File: src/rtl/hv_pkg.sv
package hv_pkg;
  // -------------------------------------------------------------------
  // Timing
  // -------------------------------------------------------------------
  localparam int CLK_MHZ        = 100;
  localparam int WAKE_FILT_US   = 16;
  localparam int WAKE_FILT_CYC  = WAKE_FILT_US * CLK_MHZ;
  localparam int WAKE_BLANK_US  = 30;
  localparam int WAKE_BLANK_CYC = WAKE_BLANK_US * CLK_MHZ;
  localparam int OC_FILT_US     = 26;
  localparam int OC_FILT_CYC    = OC_FILT_US * CLK_MHZ;
  localparam int OL_FILT_US     = 64;
  localparam int OL_FILT_CYC    = OL_FILT_US * CLK_MHZ;
  // -------------------------------------------------------------------
  // Register map
  // -------------------------------------------------------------------
  localparam logic [7:0]  ADDR_CTRL  = 8'h00;
  localparam logic [7:0]  ADDR_MODE  = 8'h04;
  localparam logic [7:0]  ADDR_STAT  = 8'h08;
  localparam logic [7:0]  ADDR_CLR   = 8'h0C;
  localparam logic [7:0]  ADDR_EN    = 8'h10;
  localparam logic [7:0]  ADDR_LVL   = 8'h14;
  localparam int          CTRL_FUNC  = 0;
  localparam int          CTRL_MEAS  = 3;
  localparam int          CTRL_TEST  = 4;
  localparam int          CTRL_PULL  = 5;
  localparam int          CTRL_OTHWK = 7;
  localparam logic [31:0] CTRL_RST   = 32'h0000_0000;
  localparam logic [1:0]  PULL_RST   = 2'h0;
  localparam int          PULL_DN    = 0;
  localparam int          PULL_UP    = 1;
  // -------------------------------------------------------------------
  // Pin function codes and modes
  // -------------------------------------------------------------------
  localparam logic [2:0] FUNC_FO   = 3'h0;
  localparam logic [2:0] FUNC_HSCS = 3'h3;
  localparam logic [2:0] FUNC_OFF  = 3'h4;
  localparam logic [2:0] FUNC_WAKE = 3'h5;
  localparam logic [2:0] FUNC_LS   = 3'h6;
  localparam logic [2:0] FUNC_HS   = 3'h7;
  localparam logic [1:0] REQ_NORMAL = 2'h0;
  localparam logic [1:0] REQ_STOP   = 2'h1;
  localparam logic [1:0] REQ_SLEEP  = 2'h2;
  typedef enum logic [2:0] {M_NORMAL, M_STOP, M_SLEEP, M_RESTART, M_FAILSAFE} sbc_mode_t;
  // -------------------------------------------------------------------
  // Event bits
  // -------------------------------------------------------------------
  localparam int EV_WAKE = 0;
  localparam int EV_OC   = 1;
  localparam int EV_OL   = 2;
  localparam int EV_ERR  = 3;
  localparam int EV_W    = 4;
endpackage

File: src/rtl/irq_if.sv
`timescale 1ns/1ns
`default_nettype none
// Carries event sets, clears and enables between the core and the event block.
interface irq_if;
  logic [hv_pkg::EV_W-1:0] set;
  logic [hv_pkg::EV_W-1:0] clr;
  logic [hv_pkg::EV_W-1:0] en_wdata;
  logic                    en_we;
  logic [hv_pkg::EV_W-1:0] status;
  logic [hv_pkg::EV_W-1:0] en;
  logic                    irq;
  modport ctl (output set, clr, en_wdata, en_we, input status, en, irq);
  modport blk (input set, clr, en_wdata, en_we, output status, en, irq);
endinterface
`default_nettype wire

File: src/rtl/persist_filter.sv
`timescale 1ns/1ns
`default_nettype none
module persist_filter #(
  parameter int N = 2
) (
  input  wire logic mclk,
  input  wire logic rst_b,
  input  wire logic cond,
  output logic      hit
);
  localparam int W = $clog2(N + 1);
  logic [W-1:0] cnt_r;

  // Counts consecutive cycles of the condition; any gap restarts the count.
  always_ff @(posedge mclk) begin
    if (!rst_b) begin
      cnt_r <= '0;
    end else if (!cond) begin
      cnt_r <= '0;
    end else if (!hit) begin
      cnt_r <= cnt_r + 1'b1;
    end
  end

  // Qualified once the condition has stood for N cycles.
  assign hit = cond && (cnt_r == W'(N - 1));
endmodule
`default_nettype wire

File: src/rtl/irq_events.sv
`timescale 1ns/1ns
`default_nettype none
module irq_events (
  input  wire logic mclk,
  input  wire logic rst_b,
  irq_if.blk        bus
);
  // Sticky status: a set in the same cycle as a clear wins.
  always_ff @(posedge mclk) begin
    if (!rst_b) begin
      bus.status <= '0;
    end else begin
      bus.status <= (bus.status & ~bus.clr) | bus.set;
    end
  end

  // Enable register.
  always_ff @(posedge mclk) begin
    if (!rst_b) begin
      bus.en <= '0;
    end else if (bus.en_we) begin
      bus.en <= bus.en_wdata;
    end
  end

  assign bus.irq = |(bus.status & bus.en);
endmodule
`default_nettype wire

File: src/rtl/hv_pin_measure_interlock.sv
// The placing of the registers and the APB interface to the registers were decided locally.
`timescale 1ns/1ns
`default_nettype none
module hv_pin_measure_interlock #(
  parameter int OL_FILT_CYC = hv_pkg::OL_FILT_CYC
) (
  input  wire logic        mclk,
  input  wire logic        rst_b,
  input  wire logic [7:0]  paddr,
  input  wire logic        psel,
  input  wire logic        penable,
  input  wire logic        pwrite,
  input  wire logic [31:0] pwdata,
  output logic [31:0]      prdata,
  output logic             pready,
  output logic             pslverr,
  input  wire logic        hv_wake_pin,
  input  wire logic        overcurrent_det,
  input  wire logic        open_load_det,
  input  wire logic        fail_safe_req,
  output logic             irq,
  output logic             interrupt_out_n,
  output logic             fail_output_on,
  output logic             ls_switch_on,
  output logic             hs_switch_on,
  output logic             pull_up_en,
  output logic             pull_down_en,
  output logic             measure_route_en,
  output logic [2:0]       sbc_mode
);
  // -------------------------------------------------------------------
  // Declarations
  // -------------------------------------------------------------------
  localparam int BW = $clog2(hv_pkg::WAKE_BLANK_CYC + 1);
  hv_pkg::sbc_mode_t mode_r;
  hv_pkg::sbc_mode_t mode_nxt;
  logic [3:0]    sync1_r;
  logic [3:0]    sync2_r;
  logic [2:0]    func_r;
  logic          meas_r;
  logic          test_r;
  logic [1:0]    pull_r;
  logic          oth_r;
  logic          wake_lvl_r;
  logic          wake_en;
  logic          wake_en_q_r;
  logic [BW-1:0] blank_cnt_r;
  logic          wake_hit;
  logic          wake_edge;
  logic          oc_hit;
  logic          ol_hit;
  logic          sw_func;
  logic          wr;
  logic          wr_ctrl;
  logic          wr_mode;
  logic          sleep_refused;
  logic          err_ev;
  logic [2:0]    new_func;
  logic          mapped;
  logic          outage_entry;
  irq_if         ev ();

  // -------------------------------------------------------------------
  // APB slave
  // -------------------------------------------------------------------
  // Zero wait states: the access phase always completes.
  assign pready   = penable;
  assign wr       = psel && penable && pwrite;
  assign wr_ctrl  = wr && (paddr == hv_pkg::ADDR_CTRL);
  assign wr_mode  = wr && (paddr == hv_pkg::ADDR_MODE);
  assign new_func = pwdata[hv_pkg::CTRL_FUNC +: 3];
  assign mapped   = (paddr == hv_pkg::ADDR_CTRL) || (paddr == hv_pkg::ADDR_MODE) ||
                    (paddr == hv_pkg::ADDR_STAT) || (paddr == hv_pkg::ADDR_CLR) ||
                    (paddr == hv_pkg::ADDR_EN) || (paddr == hv_pkg::ADDR_LVL);
  assign pslverr  = psel && penable && !mapped;

  // Read data is captured in the setup cycle and held through the access phase.
  always_ff @(posedge mclk) begin
    if (!rst_b) begin
      prdata <= '0;
    end else if (psel && !penable) begin
      unique case (paddr)
        hv_pkg::ADDR_CTRL: prdata <= {24'h00_0000, oth_r, pull_r, test_r, meas_r, func_r};
        hv_pkg::ADDR_MODE: prdata <= {29'h0000_0000, mode_r};
        hv_pkg::ADDR_STAT: prdata <= {28'h000_0000, ev.status};
        hv_pkg::ADDR_EN:   prdata <= {28'h000_0000, ev.en};
        hv_pkg::ADDR_LVL:  prdata <= {31'h0000_0000, wake_lvl_r};
        default:           prdata <= '0;
      endcase
    end
  end

  // -------------------------------------------------------------------
  // Input synchronisers
  // -------------------------------------------------------------------
  // Pin-side comparator and detector levels pass two flip-flops.
  always_ff @(posedge mclk) begin
    if (!rst_b) begin
      sync1_r <= '0;
      sync2_r <= '0;
    end else begin
      sync1_r <= {fail_safe_req, open_load_det, overcurrent_det, hv_wake_pin};
      sync2_r <= sync1_r;
    end
  end

  // -------------------------------------------------------------------
  // Configuration register
  // -------------------------------------------------------------------
  assign sw_func = (func_r == hv_pkg::FUNC_LS) || (func_r == hv_pkg::FUNC_HS) ||
                   (func_r == hv_pkg::FUNC_HSCS);
  assign outage_entry = (mode_nxt == hv_pkg::M_RESTART || mode_nxt == hv_pkg::M_FAILSAFE) &&
                        !(mode_r == hv_pkg::M_RESTART || mode_r == hv_pkg::M_FAILSAFE);

  // Pin function: shutdown forces Off; frozen while sensing is on.
  always_ff @(posedge mclk) begin
    if (!rst_b) begin
      func_r <= hv_pkg::CTRL_RST[hv_pkg::CTRL_FUNC +: 3];
    end else if (oc_hit || (outage_entry && sw_func)) begin
      func_r <= hv_pkg::FUNC_OFF;
    end else if (wr_ctrl && !meas_r) begin
      func_r <= new_func;
    end
  end

  // Sensing enable; refused when the resulting function is fail output.
  always_ff @(posedge mclk) begin
    if (!rst_b) begin
      meas_r <= hv_pkg::CTRL_RST[hv_pkg::CTRL_MEAS];
    end else if (wr_ctrl) begin
      meas_r <= pwdata[hv_pkg::CTRL_MEAS] && (meas_r || new_func != hv_pkg::FUNC_FO);
    end
  end

  // Fail output test trigger is unavailable while sensing.
  always_ff @(posedge mclk) begin
    if (!rst_b) begin
      test_r <= hv_pkg::CTRL_RST[hv_pkg::CTRL_TEST];
    end else if (meas_r) begin
      test_r <= 1'b0;
    end else if (wr_ctrl) begin
      test_r <= pwdata[hv_pkg::CTRL_TEST];
    end
  end

  // Pull setting and other-wake-source flag are always stored.
  always_ff @(posedge mclk) begin
    if (!rst_b) begin
      pull_r <= hv_pkg::PULL_RST;
      oth_r  <= hv_pkg::CTRL_RST[hv_pkg::CTRL_OTHWK];
    end else if (wr_ctrl) begin
      pull_r <= pwdata[hv_pkg::CTRL_PULL +: 2];
      oth_r  <= pwdata[hv_pkg::CTRL_OTHWK];
    end
  end

  // Refused enable attempts and refused sensing set raise the error event.
  always_comb begin
    err_ev = sleep_refused;
    if (wr_ctrl && meas_r && new_func != hv_pkg::FUNC_OFF && new_func != func_r) begin
      err_ev = 1'b1;
    end
    if (wr_ctrl && meas_r && pwdata[hv_pkg::CTRL_TEST]) begin
      err_ev = 1'b1;
    end
    if (wr_ctrl && !meas_r && pwdata[hv_pkg::CTRL_MEAS] && new_func == hv_pkg::FUNC_FO) begin
      err_ev = 1'b1;
    end
  end

  // -------------------------------------------------------------------
  // Wake input path
  // -------------------------------------------------------------------
  // Sensing gates the internal wake signal entirely.
  assign wake_en = (func_r == hv_pkg::FUNC_WAKE) && !meas_r;

  // Blanking starts each time the wake input becomes enabled.
  always_ff @(posedge mclk) begin
    if (!rst_b) begin
      wake_en_q_r <= 1'b0;
      blank_cnt_r <= '0;
    end else begin
      wake_en_q_r <= wake_en;
      if (wake_en && !wake_en_q_r) begin
        blank_cnt_r <= BW'(hv_pkg::WAKE_BLANK_CYC);
      end else if (blank_cnt_r != '0) begin
        blank_cnt_r <= blank_cnt_r - 1'b1;
      end
    end
  end

  persist_filter #(.N(hv_pkg::WAKE_FILT_CYC)) u_wake_filt (
    .mclk  (mclk),
    .rst_b (rst_b),
    .cond  (wake_en && (sync2_r[0] != wake_lvl_r)),
    .hit   (wake_hit)
  );

  // Filtered level only moves while wake monitoring is live.
  always_ff @(posedge mclk) begin
    if (!rst_b) begin
      wake_lvl_r <= 1'b0;
    end else if (wake_hit) begin
      wake_lvl_r <= ~wake_lvl_r;
    end
  end

  assign wake_edge = wake_hit && (blank_cnt_r == '0);

  // -------------------------------------------------------------------
  // Switch diagnosis
  // -------------------------------------------------------------------
  persist_filter #(.N(hv_pkg::OC_FILT_CYC)) u_oc_filt (
    .mclk  (mclk),
    .rst_b (rst_b),
    .cond  ((ls_switch_on || hs_switch_on) && sync2_r[1]),
    .hit   (oc_hit)
  );

  persist_filter #(.N(OL_FILT_CYC)) u_ol_filt (
    .mclk  (mclk),
    .rst_b (rst_b),
    .cond  (hs_switch_on && func_r == hv_pkg::FUNC_HS && sync2_r[2]),
    .hit   (ol_hit)
  );

  // -------------------------------------------------------------------
  // Mode sequencer
  // -------------------------------------------------------------------
  assign sleep_refused = wr_mode && pwdata[1:0] == hv_pkg::REQ_SLEEP && meas_r && !oth_r &&
                         (mode_r == hv_pkg::M_NORMAL || mode_r == hv_pkg::M_STOP);

  // Next mode from software requests, wake edges and the fail-safe request.
  always_comb begin
    mode_nxt = mode_r;
    if (sync2_r[3]) begin
      mode_nxt = hv_pkg::M_FAILSAFE;
    end else begin
      unique case (mode_r)
        hv_pkg::M_NORMAL, hv_pkg::M_STOP: begin
          if (sleep_refused) begin
            mode_nxt = hv_pkg::M_RESTART;
          end else if (wr_mode && pwdata[1:0] == hv_pkg::REQ_SLEEP) begin
            mode_nxt = hv_pkg::M_SLEEP;
          end else if (wr_mode && pwdata[1:0] == hv_pkg::REQ_STOP) begin
            mode_nxt = hv_pkg::M_STOP;
          end else if (wr_mode && pwdata[1:0] == hv_pkg::REQ_NORMAL) begin
            mode_nxt = hv_pkg::M_NORMAL;
          end
        end
        hv_pkg::M_SLEEP: begin
          if (wake_edge) begin
            mode_nxt = hv_pkg::M_NORMAL;
          end
        end
        hv_pkg::M_RESTART: begin
          mode_nxt = hv_pkg::M_NORMAL;
        end
        hv_pkg::M_FAILSAFE: begin
          if (wake_edge) begin
            mode_nxt = hv_pkg::M_RESTART;
          end
        end
        default: mode_nxt = hv_pkg::M_RESTART;
      endcase
    end
  end

  always_ff @(posedge mclk) begin
    if (!rst_b) begin
      mode_r <= hv_pkg::M_NORMAL;
    end else begin
      mode_r <= mode_nxt;
    end
  end

  // -------------------------------------------------------------------
  // Events and outputs
  // -------------------------------------------------------------------
  assign ev.set[hv_pkg::EV_WAKE] = wake_edge;
  assign ev.set[hv_pkg::EV_OC]   = oc_hit;
  assign ev.set[hv_pkg::EV_OL]   = ol_hit;
  assign ev.set[hv_pkg::EV_ERR]  = err_ev;
  assign ev.clr      = (wr && paddr == hv_pkg::ADDR_CLR) ? pwdata[hv_pkg::EV_W-1:0] : '0;
  assign ev.en_we    = wr && (paddr == hv_pkg::ADDR_EN);
  assign ev.en_wdata = pwdata[hv_pkg::EV_W-1:0];

  irq_events u_irq (
    .mclk  (mclk),
    .rst_b (rst_b),
    .bus   (ev.blk)
  );

  // The interrupt pin only reports in Normal and Stop.
  assign irq             = ev.irq;
  assign interrupt_out_n = !(ev.irq && (mode_r == hv_pkg::M_NORMAL || mode_r == hv_pkg::M_STOP));
  // Sensing blocks every pin function and enables the routing path.
  assign measure_route_en = meas_r;
  assign fail_output_on   = !meas_r && func_r == hv_pkg::FUNC_FO &&
                            (test_r || mode_r == hv_pkg::M_RESTART || mode_r == hv_pkg::M_FAILSAFE);
  assign ls_switch_on     = !meas_r && func_r == hv_pkg::FUNC_LS;
  assign hs_switch_on     = !meas_r && (func_r == hv_pkg::FUNC_HS || func_r == hv_pkg::FUNC_HSCS);
  assign pull_up_en       = !meas_r && pull_r[hv_pkg::PULL_UP];
  assign pull_down_en     = !meas_r && pull_r[hv_pkg::PULL_DN];
  assign sbc_mode         = mode_r;
endmodule
`default_nettype wire

File: config.mk
export PLATFORM = sky130hd
export DESIGN_NAME = hv_pin_measure_interlock
export DESIGN_NICKNAME = d
export VERILOG_FILES = /design/src/rtl/hv_pkg.sv /design/src/rtl/irq_if.sv /design/src/rtl/persist_filter.sv /design/src/rtl/irq_events.sv /design/src/rtl/hv_pin_measure_interlock.sv
export SDC_FILE = /design/constraint.sdc
export NUM_CORES = 1
export LEC_CHECK = 0
export ABC_AREA = 0
export BUFFER_PORTS_ARGS = -buffer_cell sky130_fd_sc_hd__buf_4
export CAP_MARGIN = 0
export CORE_MARGIN = 1.5
export CORE_UTILIZATION = 35
export DETAILED_ROUTE_END_ITERATION = 8
export SETUP_SLACK_MARGIN = 0.4
export SLEW_MARGIN = 20
export SYNTH_ARGS = -nofsm -noshare
export SYNTH_HDL_FRONTEND = slang
export SYNTH_SLANG_ARGS = --single-unit
File: constraint.sdc
create_clock -name mclk -period 2.4 [get_ports mclk]
set_input_delay 0.24 -clock mclk [delete_from_list [all_inputs] [get_ports mclk]]
set_output_delay 0.24 -clock mclk [all_outputs]
set_load 0.005 [all_outputs]
==> key figures <==
STA
  • FMAX: 531 MHz
  • Final Hold Vio Count: 0
  • Fin crit share: just under 80%
  • Hold_ws: approximately 0.11 ns
  • Slew margin rel.: 65.3%
  • RSZ-0062 raised after global routing: false
  • Final setup viols: 0
  • Pins Over Slew Limit: 0
  • Worst-margin pin slew: 0.515 ns
  • Final worst slack: 0.517 ns
  • Post-layout minimum cycle time: 1.88 ns
  • Skew final: around 0.0083 ns
  • Post-route setup TNS: 0 ns

Synthesis
  • Yosys cell types: just over 60
  • Asr flop ratio synth: 0%
  • XOR/XNOR share of the synthesized area: 8.06%
  • Synth Flop Type: dfxtp_1
  • Multiplexer share of the synthesized area: under 10%
  • Cell area after synthesis: ~4200 um2
  • Number of flops mapped to enable cells by yosys: 0
  • Simple-Gate Fraction of Synth Area: 29.8%
  • Largest family of logic cells by synthesized area: simple AND/OR/NAND/NOR gates
  • Cells after Synth: about 500
  • Yosys top cell by area: dfxtp_1
  • Yosys warns: 0
  • Post-Synth Adder-Cell Area: 1.48%
  • Synth Register Bits: between 80 and 90
  • Area fraction in compound gates after synthesis: 12.2%
  • Sequential area share after synthesis: 40.2%
  • Synth top area cells: dfxtp_1, nor2_1, xnor2_1
  • Synth Area per Inst: 8.44 um2
  • Synth top area share: 40.2%

Global routing
  • Total gr overflow: 0
  • First-pass GRT wire length: 16.3 mm
  • Largest net degree at the start of global routing: 31
  • Initial antenna violation count: 0
  • Gr usage total: 15.9%
  • Vias in the first global route: 3344

Placed design
  • RePlAce Congestion: approximately 0.81
  • Pre-CTS WS: roughly 0.25 ns
  • Dpl cell area: roughly 4700 um2
  • PortBufs: 45
  • Post-DP HPWL: 7.11 mm

Setup path
  • CP startpoint: sbc_mode[1]$_SDFF_PN0_
  • Critical R2R Launch: sbc_mode[1]$_SDFF_PN0_
  • Crit-path max FO: 7
  • Crit. End Element: register
  • Critical path required time: between 2 and 3 ns
  • WS Path Type: register to register
  • Worst R2R Path Depth: 6
  • CP endpoint: func_r[2]$_SDFFE_PN0P_
  • Critical path arrival: ~2.1 ns
  • R2r endpoint: func_r[2]$_SDFFE_PN0P_
  • FF-to-FF setup slack: 0.52 ns
  • Startpoint types: register

Die
  • Die height: 113 um
  • Die Width: 113 um
  • Core Box Area: 11900 um2
  • Area of the die: 12800 um2
  • IO Count: 94
  • Initial core utilization: 35.6%
  • Row cnt: 40

Route
  • Detailed Routing Iterations Pass 1: 5
  • WL final: around 10 mm
  • Post-route ant nets: 0
  • Iter 0 DRT Violations: approximately 180
  • DRC Markers: 0
  • Via count: ~3.6k
  • Drt via density: 5.11
  • Routed len/inst: 14.2 um

Job
  • Max_cap viols: 0

CTS
  • Latest clock arrival within the worst-skew pair: between 0.3 and 0.4 ns
  • # hold bufs at CTS: 0
  • Clock Tree Buf Depth: 2
  • H-Tree Depth: 3
  • CTS tree: yes
  • Worst-path clk slew: 0.06 ns
  • Clock sink count: 85
  • CTS buffer count: 9
  • CTS root buffer: clkbuf_16

Layout
  • Layout fillers: between 1k and 1.5k
  • Final instance area: 5170 um2
  • Layout cell share with drive strength beyond 1: 20.7%
  • Most common cell after layout, fill and taps aside: dfxtp_1
  • Most frequent cells in the layout: dfxtp_1, buf_4, nor2_1
  • Area growth, synth to finish: 22.1%
  • NumNets Final: between 600 and 700
  • # diodes: 0

Worst hold path
  • Hold Path Class: input port to register
  • Hold depth: 2

Pwr
  • Leak: 1.91 nW
  • VDD IR max: 0.404 mV
  • Total power: 3.84 mW
  • Power density cells: 744 nW/um2

Outcome
  • Outcome: finished clean
## layout make-up
cell class	instances	area, um2	area share, %
clock inverter	5	58.8	1.14
sequential	85	1710	33.1
clock buffer	11	243	4.69
timing repair buffer	68	514	9.94
tap	147	184	3.56
multi-input combinational	389	2430	47.0
inverter	8	30.0	0.581
## cells in the mapped netlist (all sizes together) (2+ instances only)
library cell / count
and3: 6
nand4b: 2
dfxtp: 85
mux2i: 6
a22oi: 4
nand4: 9
or4b: 4
nand3: 29
or3: 7
nor4: 12
nand2b: 7
clkbuf: 15
a211oi: 4
o21ai: 15
o31a: 2
nor3b: 4
nor4b: 2
nor2: 64
inv: 8
nand2: 46
a31oi: 3
xnor2: 22
ha: 5
a21oi: 33
a21o: 2
nor3: 18
o32ai: 2
a221oi: 2
xor2: 17
nor2b: 9
buf: 28
a222oi: 3
and2: 10
## where the power goes
| part | switching [mW] | internal, mW | total (mW) |
|---|---|---|---|
| registers | 0.106 | 1.52 | 1.62 |
| logic | 0.418 | 0.402 | 0.821 |
| clock network | 0.566 | 0.837 | 1.40 |
| total | 1.09 | 2.75 | 3.84 |
## routing by layer
layer,vias to the layer above,share of wire (%),global-route usage (%)
met5,-,0,0
met4,0,0.79,5.17
met3,5,4.0,3.70
met2,78,48,25.6
met1,1733,47,21.0
li1,1827,-,-
## worst min-delay path by stage
stage                          startpoint                     to  slack [ns]
finish                      open_load_det  sync1_r[2]$_SDFF_PN0_        0.11
global route                open_load_det  sync1_r[2]$_SDFF_PN0_        0.11
CTS                         open_load_det  sync1_r[2]$_SDFF_PN0_         0.1
detailed placement  sync1_r[0]$_SDFF_PN0_  sync2_r[0]$_SDFF_PN0_        0.42
global placement    sync1_r[0]$_SDFF_PN0_  sync2_r[0]$_SDFF_PN0_        0.42
floorplan                           rst_b  sync2_r[0]$_SDFF_PN0_        0.36
## stage by stage
stage / util (%) / cells
after detailed placement: 39.5 / 689
final: 43.4 / 713
after floorplan: - / 525
after CTS: 42.1 / 706
after global placement: 39.5 / 689
after global routing: 43.4 / 713
## registers in the layout (all words and copies together), names as in the netlist
signal,count
test_r,1
blank_cnt_r,12
oth_r,1
u_ol_filt.cnt_r,13
u_irq.bus.en,4
wake_en_q_r,1
pull_r,2
prdata,8
sync2_r,4
u_oc_filt.cnt_r,12
sbc_mode,3
sync1_r,4
measure_route_en,1
func_r,3
wake_lvl_r,1
u_wake_filt.cnt_r,11
u_irq.bus.status,4
## worst max-delay path: stages (launching register included)
cell and delay, ns:
dfxtp_4 0.38, or3b_4 0.39, nor4_4 0.34, a221oi_2 0.10, o21bai_2 0.21, o211a_1 0.24, a211oi_2 0.15
## logic make-up (layout without fill, tap and decap cells)
group	Yosys count	count (layout)
AND/OR/NAND/NOR	235	235
flip-flops	85	85
AO/OA/AOI/OAI	80	80
buffers and inverters	51	92
XOR/XNOR	39	39
multiplexers	6	6
adder cells (fa/ha/maj)	5	5
other	1	24
## repair_timing
item,in CTS,in global routing
buffers inserted,1,6
gates cloned,0,1
resized for setup,2,25
setup endpoints to repair,3,24
pin swaps,1,11
Note: power is estimated with default switching activity, not from simulation.
